===== src/logic/airc_pkg.sv =====
// constants and types for the interrupt and reset control register block
`default_nettype none

package airc_pkg;

  // apb decode
  localparam int          ADDR_W        = 12;
  localparam logic [11:0] REG_OFF       = 12'h000;
  localparam logic [11:0] WORD_MASK     = 12'hffc;

  // key halfword
  localparam int          KEY_LSB       = 16;
  localparam logic [15:0] KEY_UNLOCK    = 16'h05fa;
  localparam logic [15:0] KEY_READBACK  = 16'hfa05;

  // field positions
  localparam int          BIT_BYTE_ORD  = 15;
  localparam int          SPLIT_LSB     = 8;
  localparam int          SPLIT_MSB     = 10;
  localparam int          BIT_SYSRST    = 2;
  localparam int          BIT_CLR_ACT   = 1;
  localparam int          BIT_LOCAL_RST = 0;

  // reset values
  localparam logic        BYTE_ORD_LITTLE = 1'b0;
  localparam logic [2:0]  SPLIT_RESET     = 3'h0;

  // priority fields: three implemented bits at the top of eight
  localparam int          PRI_BITS      = 3;
  localparam int          PRI_FIELD_W   = 8;
  localparam int          PRI_PAD       = PRI_FIELD_W - PRI_BITS;
  localparam int          NUM_REQ       = 4;
  localparam int          IDX_W         = 2;

  // warm reset pulse length
  localparam int          CLK_PERIOD_PS = 8000;
  localparam int          WARM_HOLD_NS  = 64;
  localparam int          WARM_HOLD_CYC = (WARM_HOLD_NS * 1000 + CLK_PERIOD_PS - 1)
                                          / CLK_PERIOD_PS;
  localparam logic [3:0]  WARM_LAST     = 4'(WARM_HOLD_CYC - 1);

  // warm reset sequencer
  typedef enum logic [2:0] {
    WS_IDLE = 3'b001,
    WS_HOLD = 3'b010,
    WS_DONE = 3'b100
  } airc_wstate_t;

endpackage : airc_pkg

`default_nettype wire


===== src/logic/airc_split.sv =====
// splits one priority field into pre-emption and subpriority parts
`default_nettype none

module airc_split
  import airc_pkg::*;
(
  input  wire logic [PRI_BITS-1:0]    i_pri,
  input  wire logic [2:0]             i_split,
  output logic      [PRI_FIELD_W-1:0] o_preempt,
  output logic      [PRI_FIELD_W-1:0] o_sub
);

  logic [PRI_FIELD_W-1:0] field;
  logic [PRI_FIELD_W:0]   mask9;
  logic [3:0]             shamt;

  // unimplemented low bits always read as zero
  assign field = {i_pri, PRI_PAD'(0)};  // RQ12

  // code n leaves 7-n pre-emption bits on top and n+1 sub bits below
  assign shamt     = 4'({1'b0, i_split}) + 4'h1;  // RQ3
  assign mask9     = 9'h1ff << shamt;  // RQ3
  assign o_preempt = field & mask9[PRI_FIELD_W-1:0];  // RQ3
  assign o_sub     = field & ~mask9[PRI_FIELD_W-1:0];  // RQ3

  // the sub part never reaches above bit n, the pre-emption part never below n+1
  chk_split_sub: assert final (o_sub <= (8'hff >> (3'h7 - i_split))) // RQ3
    else $error("sub part wider than the split allows");
  chk_split_pre: assert final ((o_preempt & (8'hff >> (3'h7 - i_split))) == 8'h00) // RQ3
    else $error("pre-emption part reaches into the sub bits");
  chk_split_lowzero: assert final ( // RQ12
    o_preempt[PRI_PAD-1:0] == '0 && o_sub[PRI_PAD-1:0] == '0)
    else $error("unimplemented priority bits not zero");

endmodule : airc_split

`default_nettype wire


===== src/logic/airc_ctrl.sv =====
// key protected interrupt grouping and reset control register with apb access
//
// Operation
// (RQ1) writes need unlock key in upper halfword; reads return fixed readback constant
// (RQ2) byte order flag reports memory order; this product is little endian
// (RQ3) split code n gives 7-n pre-emption bits and n+1 sub bits
// (RQ4) split applies to all priorities; only pre-emption part decides pre-emption
// (RQ5) keyed write of one to reset request bit raises reset request output
// (RQ6) asserted reset request makes the device perform a warm reset
// (RQ7) the warm reset returns the reset request bit to zero
// (RQ8) clear-active bit erases active exception state, self clears, zero ignored
// (RQ9) software reinitialises the stack after clearing active exceptions
// (RQ10) local reset bit resets system except debug units; zero does nothing
// (RQ11) local reset bit reads back as zero after triggering
// (RQ12) priority fields keep three top bits; lower bits read zero
// (RQ13) wrong key write changes nothing and triggers no action
// (RQ14) reserved bits 14..11 and 7..3 read zero, writes ignored
`default_nettype none

module airc_ctrl
  import airc_pkg::*;
(
  input  wire logic                         I_CLK,
  input  wire logic                         I_RST_B,
  input  wire logic                         I_PSEL,
  input  wire logic                         I_PENABLE,
  input  wire logic                         I_PWRITE,
  input  wire logic [ADDR_W-1:0]            I_PADDR,
  input  wire logic [31:0]                  I_PWDATA,
  output logic      [31:0]                  O_PRDATA,
  output logic                              O_PREADY,
  output logic                              O_PSLVERR,
  input  wire logic [NUM_REQ-1:0]           I_REQ_PEND,
  input  wire logic [NUM_REQ*PRI_BITS-1:0]  I_REQ_PRI,
  input  wire logic                         I_ACT_VALID,
  input  wire logic [PRI_BITS-1:0]          I_ACT_PRI,
  output logic                              O_WIN_VALID,
  output logic      [IDX_W-1:0]             O_WIN_IDX,
  output logic                              O_PREEMPT,
  output logic      [2:0]                   O_PRI_SPLIT,
  output logic                              O_SYSRESET_REQ,
  output logic                              O_WARM_RESET,
  output logic                              O_CLEAR_ACTIVE,
  output logic                              O_LOCAL_RESET
);

  typedef struct packed {
    airc_wstate_t     wst;
    logic [3:0]       wcnt;
    logic [2:0]       split;
    logic             sysrst;
    logic             clr;
    logic             lrst;
    logic [31:0]      rdata;
    logic             win_valid;
    logic [IDX_W-1:0] win_idx;
    logic             preempt;
  } airc_state_t;

  localparam airc_state_t ST_RESET = '{
    wst:       WS_IDLE,
    wcnt:      4'h0,
    split:     SPLIT_RESET,
    sysrst:    1'b0,
    clr:       1'b0,
    lrst:      1'b0,
    rdata:     32'h0000_0000,
    win_valid: 1'b0,
    win_idx:   2'h0,
    preempt:   1'b0
  };

  airc_state_t s_r;
  airc_state_t s_nxt;

  logic                   hit;
  logic                   setup_rd;
  logic                   access;
  logic                   wr_ok;
  logic [31:0]            reg_view;
  logic [PRI_FIELD_W-1:0] req_pre [NUM_REQ];
  logic [PRI_FIELD_W-1:0] req_sub [NUM_REQ];
  logic [PRI_FIELD_W-1:0] act_pre;
  logic [PRI_FIELD_W-1:0] act_sub;

  // address decode; only the one aligned word is mapped
  assign hit      = (I_PADDR & WORD_MASK) == REG_OFF;
  assign setup_rd = I_PSEL & ~I_PENABLE & ~I_PWRITE;
  assign access   = I_PSEL & I_PENABLE;
  // a write lands only with the unlock key in the top halfword
  assign wr_ok    = access & I_PWRITE & hit
                    & (I_PWDATA[31:KEY_LSB] == KEY_UNLOCK); // RQ1 RQ13

  // read image: fixed key, fixed byte order, reserved bits zero, action bits
  // clear and local reset always read zero since they only live one cycle
  always_comb begin
    reg_view                        = 32'h0000_0000; // RQ14
    reg_view[31:KEY_LSB]            = KEY_READBACK; // RQ1
    reg_view[BIT_BYTE_ORD]          = BYTE_ORD_LITTLE; // RQ2
    reg_view[SPLIT_MSB:SPLIT_LSB]   = s_r.split;
    reg_view[BIT_SYSRST]            = s_r.sysrst;
    reg_view[BIT_CLR_ACT]           = 1'b0; // RQ8
    reg_view[BIT_LOCAL_RST]         = 1'b0; // RQ11
  end

  // one splitter per pending request plus one for the running level
  genvar gi;
  generate
    for (gi = 0; gi < NUM_REQ; gi++) begin : g_req
      airc_split u_split (
        .i_pri     (I_REQ_PRI[gi*PRI_BITS +: PRI_BITS]),
        .i_split   (s_r.split),
        .o_preempt (req_pre[gi]),
        .o_sub     (req_sub[gi])
      );
    end
  endgenerate

  airc_split u_act_split (
    .i_pri     (I_ACT_PRI),
    .i_split   (s_r.split),
    .o_preempt (act_pre),
    .o_sub     (act_sub)
  );

  // next state of the whole block
  always_comb begin
    logic                   found;
    logic [IDX_W-1:0]       best;
    logic [PRI_FIELD_W-1:0] best_pre;
    logic [PRI_FIELD_W-1:0] best_sub;
    found    = 1'b0;
    best     = 2'h0;
    best_pre = 8'h00;
    best_sub = 8'h00;
    s_nxt    = s_r;

    // read data is captured in the setup phase so it leaves a flip-flop
    if (setup_rd) begin
      s_nxt.rdata = hit ? reg_view : 32'h0000_0000;
    end

    // action bits are one-cycle pulses; they self clear
    s_nxt.clr  = 1'b0; // RQ8
    s_nxt.lrst = 1'b0; // RQ11

    // keyed write: split stored, actions fired only by ones
    if (wr_ok) begin
      s_nxt.split = I_PWDATA[SPLIT_MSB:SPLIT_LSB];
      s_nxt.clr   = I_PWDATA[BIT_CLR_ACT]; // RQ8
      s_nxt.lrst  = I_PWDATA[BIT_LOCAL_RST]; // RQ10
    end

    // local reset returns the core grouping to default, debug is not ours
    if (s_r.lrst) begin
      s_nxt.split = SPLIT_RESET; // RQ10
    end

    // warm reset sequencer
    unique case (s_r.wst)
      WS_IDLE: begin
        s_nxt.wcnt = 4'h0;
        if (s_r.sysrst) begin
          s_nxt.wst = WS_HOLD; // RQ6
        end
      end
      WS_HOLD: begin
        s_nxt.wcnt = s_r.wcnt + 4'h1;
        if (s_r.wcnt == WARM_LAST) begin
          s_nxt.wst    = WS_DONE;
          s_nxt.sysrst = 1'b0; // RQ7
          s_nxt.split  = SPLIT_RESET;
        end
      end
      WS_DONE: begin
        s_nxt.wcnt = 4'h0;
        s_nxt.wst  = WS_IDLE;
      end
      default: begin
        s_nxt.wcnt = 4'h0;
        s_nxt.wst  = WS_IDLE;
      end
    endcase

    // a new request written in the clearing cycle wins over the clear
    if (wr_ok && I_PWDATA[BIT_SYSRST]) begin
      s_nxt.sysrst = 1'b1; // RQ5
    end

    // pick the pending request: lowest pre-emption, then sub, then index
    for (int k = 0; k < NUM_REQ; k++) begin
      if (I_REQ_PEND[k]) begin
        if (!found || req_pre[k] < best_pre ||
            (req_pre[k] == best_pre && req_sub[k] < best_sub)) begin // RQ4
          found    = 1'b1;
          best     = IDX_W'(k);
          best_pre = req_pre[k];
          best_sub = req_sub[k];
        end
      end
    end
    s_nxt.win_valid = found;
    s_nxt.win_idx   = best;
    // only the pre-emption part can interrupt the running handler
    s_nxt.preempt   = found & (~I_ACT_VALID | (best_pre < act_pre)); // RQ4
  end

  // state register
  always_ff @(posedge I_CLK or negedge I_RST_B) begin
    if (!I_RST_B) begin
      s_r <= ST_RESET;
    end else begin
      s_r <= s_nxt;
    end
  end

  // outputs; ready is immediate, so every access takes two cycles
  assign O_PREADY       = access;
  assign O_PSLVERR      = access & ~hit;
  assign O_PRDATA       = s_r.rdata;
  assign O_PRI_SPLIT    = s_r.split;
  assign O_SYSRESET_REQ = s_r.sysrst; // RQ5
  assign O_WARM_RESET   = (s_r.wst == WS_HOLD); // RQ6
  assign O_CLEAR_ACTIVE = s_r.clr; // RQ8
  assign O_LOCAL_RESET  = s_r.lrst; // RQ10
  assign O_WIN_VALID    = s_r.win_valid;
  assign O_WIN_IDX      = s_r.win_idx;
  assign O_PREEMPT      = s_r.preempt;

  // the stack is left to software after a clear; nothing here restores it

  // checks; the helper terms below are read only by the properties
  logic rd_access;
  logic bad_key_wr;
  logic warm_last;
  // the last hold cycle is the one place where the warm reset rewrites the split
  assign warm_last  = (s_r.wst == WS_HOLD) && (s_r.wcnt == WARM_LAST);
  assign rd_access  = access & ~I_PWRITE & hit;
  assign bad_key_wr = access & I_PWRITE & hit & (I_PWDATA[31:KEY_LSB] != KEY_UNLOCK);

  chk_key_readback: assert property (@(posedge I_CLK) disable iff (!I_RST_B) // RQ1
    rd_access |-> O_PRDATA[31:KEY_LSB] == KEY_READBACK)
    else $error("key readback wrong");

  chk_byte_order: assert property (@(posedge I_CLK) disable iff (!I_RST_B) // RQ2
    rd_access |-> O_PRDATA[BIT_BYTE_ORD] == BYTE_ORD_LITTLE)
    else $error("byte order not little");

  chk_reserved_zero: assert property (@(posedge I_CLK) disable iff (!I_RST_B) // RQ14
    rd_access |-> O_PRDATA[14:11] == 4'h0 && O_PRDATA[7:3] == 5'h00)
    else $error("reserved bits not zero");

  chk_bad_key_hold: assert property (@(posedge I_CLK) disable iff (!I_RST_B) // RQ13
    bad_key_wr && s_r.wst == WS_IDLE && !s_r.lrst && !s_r.sysrst
    |=> $stable(O_PRI_SPLIT) && !O_CLEAR_ACTIVE && !O_LOCAL_RESET && !O_SYSRESET_REQ)
    else $error("unkeyed write had an effect");

  chk_sysrst_set: assert property (@(posedge I_CLK) disable iff (!I_RST_B) // RQ5
    wr_ok && I_PWDATA[BIT_SYSRST] |=> O_SYSRESET_REQ)
    else $error("reset request not raised");

  chk_warm_follow: assert property (@(posedge I_CLK) disable iff (!I_RST_B) // RQ6
    $rose(O_SYSRESET_REQ) && s_r.wst == WS_IDLE |=> ##[0:1] O_WARM_RESET)
    else $error("warm reset did not follow request");

  chk_warm_length: assert property (@(posedge I_CLK) disable iff (!I_RST_B) // RQ6
    $rose(O_WARM_RESET) |-> O_WARM_RESET[*8] ##1 !O_WARM_RESET)
    else $error("warm reset length wrong");

  chk_warm_clears: assert property (@(posedge I_CLK) disable iff (!I_RST_B) // RQ7
    $fell(O_WARM_RESET) && !$past(wr_ok) |-> !O_SYSRESET_REQ)
    else $error("warm reset left request set");

  chk_clear_pulse: assert property (@(posedge I_CLK) disable iff (!I_RST_B) // RQ8
    wr_ok |=> O_CLEAR_ACTIVE == $past(I_PWDATA[BIT_CLR_ACT]) ##1 (!O_CLEAR_ACTIVE || $past(wr_ok)))
    else $error("clear pulse wrong");

  chk_local_pulse: assert property (@(posedge I_CLK) disable iff (!I_RST_B) // RQ10
    wr_ok |=> O_LOCAL_RESET == $past(I_PWDATA[BIT_LOCAL_RST]))
    else $error("local reset pulse wrong");

  chk_local_readzero: assert property (@(posedge I_CLK) disable iff (!I_RST_B) // RQ11
    rd_access |-> O_PRDATA[BIT_LOCAL_RST] == 1'b0 && O_PRDATA[BIT_CLR_ACT] == 1'b0)
    else $error("action bit read nonzero");

  // the winner index is the current one, the levels are those it was chosen from
  chk_preempt_rule: assert property (@(posedge I_CLK) disable iff (!I_RST_B) // RQ4
    O_PREEMPT |-> O_WIN_VALID && (!$past(I_ACT_VALID) ||
      (O_WIN_IDX == 2'h0 && $past(req_pre[0]) < $past(act_pre)) ||
      (O_WIN_IDX == 2'h1 && $past(req_pre[1]) < $past(act_pre)) ||
      (O_WIN_IDX == 2'h2 && $past(req_pre[2]) < $past(act_pre)) ||
      (O_WIN_IDX == 2'h3 && $past(req_pre[3]) < $past(act_pre))))
    else $error("pre-emption without higher group level");

  chk_win_none: assert property (@(posedge I_CLK) disable iff (!I_RST_B) // RQ4
    I_REQ_PEND == '0 |=> !O_WIN_VALID && !O_PREEMPT)
    else $error("winner reported with nothing pending");

  // the split may only move on a keyed write, a local reset or a finished warm reset
  chk_split_store: assert property (@(posedge I_CLK) disable iff (!I_RST_B) // RQ3
    wr_ok && !s_r.lrst && !warm_last |=> O_PRI_SPLIT == $past(I_PWDATA[SPLIT_MSB:SPLIT_LSB]))
    else $error("split code not stored");

  chk_split_readback: assert property (@(posedge I_CLK) disable iff (!I_RST_B) // RQ3
    rd_access && $stable(O_PRI_SPLIT) |-> O_PRDATA[SPLIT_MSB:SPLIT_LSB] == O_PRI_SPLIT)
    else $error("split code read back wrong");

  chk_key_wr_only: assert property (@(posedge I_CLK) disable iff (!I_RST_B) // RQ13
    !wr_ok && !s_r.lrst && !warm_last |=> $stable(O_PRI_SPLIT))
    else $error("split changed without a keyed write");

  chk_local_split: assert property (@(posedge I_CLK) disable iff (!I_RST_B) // RQ10
    O_LOCAL_RESET |=> O_PRI_SPLIT == SPLIT_RESET)
    else $error("local reset left the split set");

  chk_local_quiet: assert property (@(posedge I_CLK) disable iff (!I_RST_B) // RQ10
    !wr_ok |=> !O_LOCAL_RESET)
    else $error("local reset without a keyed write");

  chk_clear_quiet: assert property (@(posedge I_CLK) disable iff (!I_RST_B) // RQ8
    !wr_ok |=> !O_CLEAR_ACTIVE)
    else $error("clear pulse without a keyed write");

  chk_sysrst_hold: assert property (@(posedge I_CLK) disable iff (!I_RST_B) // RQ5
    O_SYSRESET_REQ && !O_WARM_RESET |=> O_SYSRESET_REQ)
    else $error("reset request dropped before the warm reset");

  chk_warm_idle: assert property (@(posedge I_CLK) disable iff (!I_RST_B) // RQ6
    s_r.wst == WS_IDLE && !O_SYSRESET_REQ |=> !O_WARM_RESET)
    else $error("warm reset without a request");

  chk_unmapped_zero: assert property (@(posedge I_CLK) disable iff (!I_RST_B) // RQ14
    access && !I_PWRITE && !hit |-> O_PRDATA == 32'h0000_0000)
    else $error("unmapped read not zero");

  cov_keyed_write: cover property (@(posedge I_CLK) disable iff (!I_RST_B) wr_ok);
  cov_local:       cover property (@(posedge I_CLK) disable iff (!I_RST_B) O_LOCAL_RESET);
  cov_bad_key:     cover property (@(posedge I_CLK) disable iff (!I_RST_B) bad_key_wr);
  cov_warm:        cover property (@(posedge I_CLK) disable iff (!I_RST_B) $fell(O_WARM_RESET));
  cov_preempt:     cover property (@(posedge I_CLK) disable iff (!I_RST_B)
    O_PREEMPT && O_PRI_SPLIT == 3'h3);

endmodule : airc_ctrl

`default_nettype wire


===== config.mk =====
export PLATFORM = sky130hd
export DESIGN_NAME = airc_ctrl
export DESIGN_NICKNAME = d
export VERILOG_FILES = /design/src/logic/airc_pkg.sv /design/src/logic/airc_split.sv /design/src/logic/airc_ctrl.sv
export SDC_FILE = /design/constraint.sdc
export NUM_CORES = 1
export LEC_CHECK = 0
export BUFFER_PORTS_ARGS = -buffer_cell sky130_fd_sc_hd__buf_2
export CAP_MARGIN = 30
export CORE_UTILIZATION = 49
export DETAILED_ROUTE_END_ITERATION = 8
export PLACE_DENSITY = 0.86
export SYNTH_ARGS = -nofsm -noshare
export SYNTH_HDL_FRONTEND = slang
export SYNTH_SLANG_ARGS = --single-unit

===== constraint.sdc =====
create_clock -name I_CLK -period 19.15 [get_ports I_CLK]
set_input_delay 1.915 -clock I_CLK [delete_from_list [all_inputs] [get_ports I_CLK]]
set_output_delay 1.915 -clock I_CLK [all_outputs]
set_load 0.05 [all_outputs]

==> results of run 1 <==
==> cell families (layout without fill, tap and decap cells) <==
group | count (synthesis) | after routing | synth area share (%)
fa+ha+maj | 19 | 19 | 11.0
mux | 11 | 11 | 5.79
other cells | 1 | 20 | 0.173
simple gates | 105 | 105 | 24.8
compound gates | 44 | 44 | 13.8
buf+inv | 58 | 102 | 17.4
xor+xnor | 3 | 3 | 1.56
flops | 22 | 22 | 25.5
==> cell usage in the layout, fill, tap and decap left out, types with 3 or more instances in the layout <==
cell,netlist,routed
mux2i_1,5,5
a211oi_1,3,3
inv_1,17,17
a21oi_1,9,9
nor2b_1,4,4
nand2_1,36,36
mux2_2,4,4
ha_1,19,19
conb_1,1,20
nand3_1,12,12
dfrtp_1,21,21
nor2_1,12,12
buf_2,0,81
and2_1,10,10
clkbuf_8,0,3
o21ai_0,11,11
nand2b_1,6,6
o31ai_1,3,3
o211ai_1,4,4
nor3_1,7,7
==> worst paths after layout <==
| path | startpoint | to | slack [ns] | cells past startpoint |
|---|---|---|---|---|
| min reg2reg | s_r[48] | s_r[47] | 0.44 | 1 |
| max reg2reg | O_PRI_SPLIT[1] | O_PREEMPT | 11.89 | 27 |
| min in group asynchronous | I_RST_B | O_PRDATA[2] | 1.59 | 1 |
| min | s_r[48] | s_r[47] | 0.44 | 1 |
| max in group asynchronous | I_RST_B | s_r[46] | 17.21 | 1 |
| max | I_REQ_PEND[0] | O_PREEMPT | 11.28 | 26 |
==> synth_stat cells (all sizes together) (6+ instances only) <==
cell	n	area, um^2
nand3	12	60.1
nand2b	6	37.5
nor2	12	45.0
and2	10	62.6
nand2	36	135
buf	41	312
o21ai	11	55.1
a21oi	11	70.1
inv	17	63.8
mux2	6	75.1
ha	19	238
nor3	7	35.0
dfrtp	21	526
==> worst max-delay path: stages <==
cell      delay (ns)
buf_2           0.19
nand2_1         0.13
nor2_1          0.12
ha_1            0.23
and4b_1         0.17
nand3_1         0.12
o22a_1          0.23
o41a_1          0.31
mux2_4          0.34
ha_1            0.31
nor2b_1         0.15
o31ai_1         0.09
a22o_1          0.26
a21oi_1         0.53
mux2_2          0.43
ha_1            0.33
nand2_1         0.08
or4_1           0.43
a21oi_2         0.26
mux2i_1         0.28
ha_1            0.20
o21a_1          0.13
o21ai_0         0.11
a211oi_1        0.26
o211ai_1        0.14
a22o_1          0.25
==> sequential cells by signal, indices dropped and copies added, names as in the netlist <==
name	flops
s_r	7
O_PRDATA	5
O_PRI_SPLIT	3
O_WIN_IDX	2
O_CLEAR_ACTIVE	1
O_LOCAL_RESET	1
O_PREEMPT	1
O_SYSRESET_REQ	1
O_WIN_VALID	1
==> cell type report <==
| cell class | count | area share, % |
|---|---|---|
| timing repair buffer | 81 | 16.5 |
| clock buffer | 3 | 1.68 |
| clock inverter | 1 | 1.22 |
| sequential | 22 | 22.4 |
| inverter | 17 | 2.59 |
| tap | 50 | 2.54 |
| multi-input combinational | 202 | 53.1 |
==> power by group through the flow <==
stage / clock network (mW) / logic (mW) / registers [mW]
floorplan: 0 / 0.0352 / 0.0515
global placement: 0 / 0.0450 / 0.0491
detailed placement: 0 / 0.0466 / 0.0491
CTS: 0.0434 / 0.0466 / 0.0482
global route: 0.0455 / 0.0514 / 0.0483
finish: 0.0428 / 0.0467 / 0.0481
==> routing by layer <==
layer | track usage (%) | part of all wire, % | vias up | wire length, um
met3 | 2.83 | 6.3 | 10 | 305
met4 | 8.85 | 1.5 | 0 | 72
li1 | - | - | 987 | -
met1 | 26.6 | 41 | 930 | 2000
met5 | 0 | 0 | - | 0
met2 | 38.2 | 51 | 81 | 2470
==> results_dict.tcl, run 1 <==
set metrics [dict create \
    status "finished, final reports clean" \
    cp_data_required_time_ns 19.30 \
    async_reset_ff_share_pct 100 \
    post_cts_buffers 0 \
    synth_seq_cells 22 \
    drive_above_1_share_pct 29.4 \
    path_clk_slew_ns 0.08 \
    hold_slack_ns 0.437 \
    placed_cell_area_um2 2390 \
    synth_area_um2 2160 \
    htreeDepth 1 \
    setup_tns_ns 0 \
    hold_violations 0 \
    hpwlAfterDp_um 4130 \
    dr.first_iter.drc_count 108 \
    drv_slew 0 \
    synthesis.instances 263 \
    tritoncts "done" \
    dp.cells 372 \
    grt_pass1_wl_um 7720 \
    p_clk_share_pct 31.1 \
    finalNonFillerCells 376 \
    drt_first_pass_iters 4 \
    fin_nets 415 \
    fin_crit_sh_pct 41.1 \
    p_total_mw 0.138 \
    rsz0062_at_grt "no" \
    criticalPathCategory "input port to flip-flop" \
    finalWorstSetupSlack_ns 11.28 \
    io_buffers 81 \
    swShare_pct 33.7 \
    grt_pass1_vias 1819 \
    via_per_inst 5.34 \
    power_frac_seq_pct 35.0 \
    drt-total-wl_um 4840 \
    vias 2008 \
    dp_slack_ns 11.10 \
    ctsResizeCount 0 \
    core_area_um2 4120 \
    p_leak_nw 1.35 \
    postRouteAntennaNets 0 \
    pin_count 114 \
    worstMarginPinSlew_ns 0.726 \
    wl_per_cell_um 12.9 \
    skew_ns 0.0104 \
    ys.warnings.count 0 \
    syn2layout_area_growth_pct 13.8 \
    synth-seq-area-share_pct 25.5 \
    ir_worst_vdd_uv 22.4 \
    p_switching_mw 0.0464 \
    antenna_found_initial 0 \
    startpoint_type "input port" \
    numCtsBuffers 3 \
    maxCapViolCount 0 \
    place_congestion 0.948 \
    chipHeight_um 68.4 \
    pwr-share-comb_pct 34.0 \
    ys_types 47 \
    insertion_delay_ns 0.26 \
    multi_input_area_um2 1310 \
    cp-end-kind "flip-flop" \
    slew_headroom_pct 51.2 \
    rows 23 \
    stdcell_area_um2 2460 \
    fillers 384 \
    grt_use_total_pct 21.8 \
    syn_avg_cell_area_um2 8.22 \
    drcViolationCount 0 \
    grt_max_degree 23 \
    fin_crit_ns 7.87 \
    cts-root-buf "clkbuf_8" \
    ff_latch_area_um2 552 \
    worst-path-max-fanout 10 \
    synth-main-ff-cell "dfrtp_1" \
    die_area_um2 4680 \
    internal_power_mw 0.0913 \
    final_util_pct 59.8 \
    grt-ovfl-total 0 \
    clock_sinks 22 \
    clockBufferDepth 2 \
    die_x_um 68.4 \
    setup_viol_count_final 0 \
    diodes 0 \
    synth_edf_count 0 \
    hold_path.class "flip-flop to flip-flop" \
    start_util_pct 52.5 \
    ctsHoldBuffers 0 \
    power.density_nw_per_um2 55.9 \
    fmax_mhz 127 \
    worstPathArrival_ns 8.01 \
]
Power figures use the tool's default switching activity.
==> run 2, diff against run 1 <==
--- a/config.mk
+++ b/config.mk
@@ -7,9 +7,9 @@
 export LEC_CHECK = 0
 export BUFFER_PORTS_ARGS = -buffer_cell sky130_fd_sc_hd__buf_2
 export CAP_MARGIN = 30
-export CORE_UTILIZATION = 49
+export CORE_UTILIZATION = 41
 export DETAILED_ROUTE_END_ITERATION = 8
-export PLACE_DENSITY = 0.86
+export PLACE_DENSITY = 0.77
 export SYNTH_ARGS = -nofsm -noshare
 export SYNTH_HDL_FRONTEND = slang
 export SYNTH_SLANG_ARGS = --single-unit
==> constraint.sdc (replaced) <==
create_clock -name I_CLK -period 6.3 [get_ports I_CLK]
set_input_delay 0.63 -clock I_CLK [delete_from_list [all_inputs] [get_ports I_CLK]]
set_output_delay 0.63 -clock I_CLK [all_outputs]
set_load 0.05 [all_outputs]
==> run 2 against run 1 <==
- utilization decreased by 3.7 points
- routed wire length up 10%
- clock-buffer cell count stayed put
- sequential cell count did not move
- clock skew down 0.0087 ns
- global-route usage is 4.2 points lower
- setup slack lost 11 ns
- total power rose to 3.2 times the previous value
- die area increased by 19%
==> results_dict.tcl, run 2 (synthesis gave the netlist of run 1 again) <==
set metrics [dict create \
    drt_first_pass_iters 4 \
    p_total_mw 0.442 \
    pin_count 114 \
    die_area_um2 5570 \
    pwr-share-comb_pct 38.6 \
    hold_violations 0 \
    via_per_inst 5.02 \
    insertion_delay_ns 0.25 \
    setup_tns_ns 0 \
    worstPathArrival_ns 6.30 \
    internal_power_mw 0.296 \
    grt_pass1_wl_um 7850 \
    cts-root-buf "clkbuf_8" \
    cp-startpoint "O_PRI_SPLIT[0]" \
    fmax_mhz 164 \
    clock_sinks 22 \
    tritoncts "done" \
    grt-ovfl-total 0 \
    maxCapViolCount 0 \
    wl_per_cell_um 12.6 \
    path_clk_slew_ns 0.07 \
    diodes 0 \
    setup_viol_count_final 0 \
    grt_pass1_vias 1875 \
    reg2reg_from "O_PRI_SPLIT[0]" \
    grt_max_degree 23 \
    core_area_um2 5110 \
    p_leak_nw 1.50 \
    dr.first_iter.drc_count 107 \
    p_switching_mw 0.145 \
    vias 2130 \
    htreeDepth 1 \
    drcViolationCount 0 \
    numCtsBuffers 3 \
    io_buffers 81 \
    max_stage_delay_ns 0.44 \
    syn2layout_area_growth_pct 32.5 \
    start_util_pct 42.3 \
    hpwlAfterDp_um 4160 \
    largest_register_ffs 7 \
    skew_ns 0.00169 \
    ctsHoldBuffers 0 \
    rows 26 \
    ir_worst_vdd_uv 88.7 \
    layout_commonest_cell "buf_2" \
    worstMarginPinSlew_ns 0.668 \
    status "finished, final reports clean" \
    power.density_nw_per_um2 154 \
    drt-total-wl_um 5330 \
    cp-end-kind "flip-flop" \
    postRouteAntennaNets 0 \
    startpoint_type "flip-flop" \
    fin_crit_sh_pct 97.0 \
    cp_data_required_time_ns 6.49 \
    chipHeight_um 74.6 \
    place_congestion 0.956 \
    clockBufferDepth 2 \
    swShare_pct 32.9 \
    crit_slowest_cell "o41a_1" \
    drv_slew 0 \
    final_cell_mix "81 x buf_2, 35 x nand2_1, 28 x buf_4" \
    antenna_found_initial 0 \
    power_frac_seq_pct 33.2 \
    die_x_um 74.6 \
    fillers 474 \
    regMostFlops "s_r" \
    slew_headroom_pct 55.2 \
    criticalPathCategory "flip-flop to flip-flop" \
    p_clk_share_pct 28.1 \
    fin_nets 443 \
    fin_crit_ns 6.11 \
    drive_above_1_share_pct 41.5 \
    grt_use_total_pct 17.7 \
    hold_path.class "input port to asynchronous set/reset pin" \
    worst-path-max-fanout 5 \
]
## run 2: cell count changes in the layout (fill, tap and decap cells not counted), sizes merged
| cell | previous run | this run |
|---|---|---|
| buf | 81 | 109 |
## run 2: final timing paths
path	end	slack [ns]	cells past startpoint
max	O_PREEMPT	0.19	26
min in group I_CLK	s_r[47]	0.44	1
max reg2reg	O_PREEMPT	0.19	26
min	s_r[44]	0.32	1
min reg2reg	s_r[47]	0.44	1
max in group asynchronous	s_r[46]	5.64	1
## run 2: cell type report
class                      instances  area (um^2)  area share, %
multi-input combinational        202         1470           51.5
timing repair buffer             109          616           21.5
sequential                        22          552           19.3
tap                               70         87.6           3.06
inverter                          17         63.8           2.23
clock buffer                       3         41.3           1.44
clock inverter                     1         30.0           1.05
## run 2: per-stage QoR
| step | util (%) | hold WS [ns] | worst slack (ns) | cells | area [um^2] |
|---|---|---|---|---|---|
| 2_1_floorplan | - | 0.334 | 0.169 | 282 | 2230 |
| 3_3_place_gp | 50.5 | 0.423 | -0.111 | 414 | 2580 |
| 3_5_place_dp | 50.5 | 0.429 | -0.245 | 414 | 2580 |
| 4_1_cts | 52.6 | 0.325 | 0.0227 | 421 | 2690 |
| 5_1_grt | 56.1 | 0.353 | -0.0774 | 424 | 2860 |
| 6_report | 56.1 | 0.320 | 0.191 | 424 | 2860 |
## run 2: critical path, delay by kind of cell, from the launching register on
family | cells | cell delay, ns
fa+ha+maj | 5 | 1.15
xor+xnor | 1 | 0.19
simple gates | 8 | 1.37
buf+inv | 1 | 0.17
flops | 1 | 0.42
mux | 3 | 0.85
compound gates | 8 | 1.91
## run 2: per-layer routing
layer  share of wire (%)  vias up  routed length, um  GRT usage, %
met5                   0        -                  0             0
met4                0.86        0                 46          3.35
met3                 6.3        6                335          1.87
met2                  51       75               2710          33.4
met1                  42     1003               2230          21.6
li1                    -     1046                  -             -
## run 2: power groups by stage
stage / clock network, mW / registers [mW] / logic, mW
finish: 0.124 / 0.147 / 0.171
floorplan: 0 / 0.156 / 0.107
global placement: 0 / 0.150 / 0.146
global route: 0.132 / 0.147 / 0.185
detailed placement: 0 / 0.150 / 0.150
CTS: 0.128 / 0.147 / 0.155
## run 2: timing repair
item	CTS	global route
endpoints found under the setup margin	1	1
pin swaps	1	14
gates resized for setup	2	29
gates cloned	0	0
setup buffers	3	3
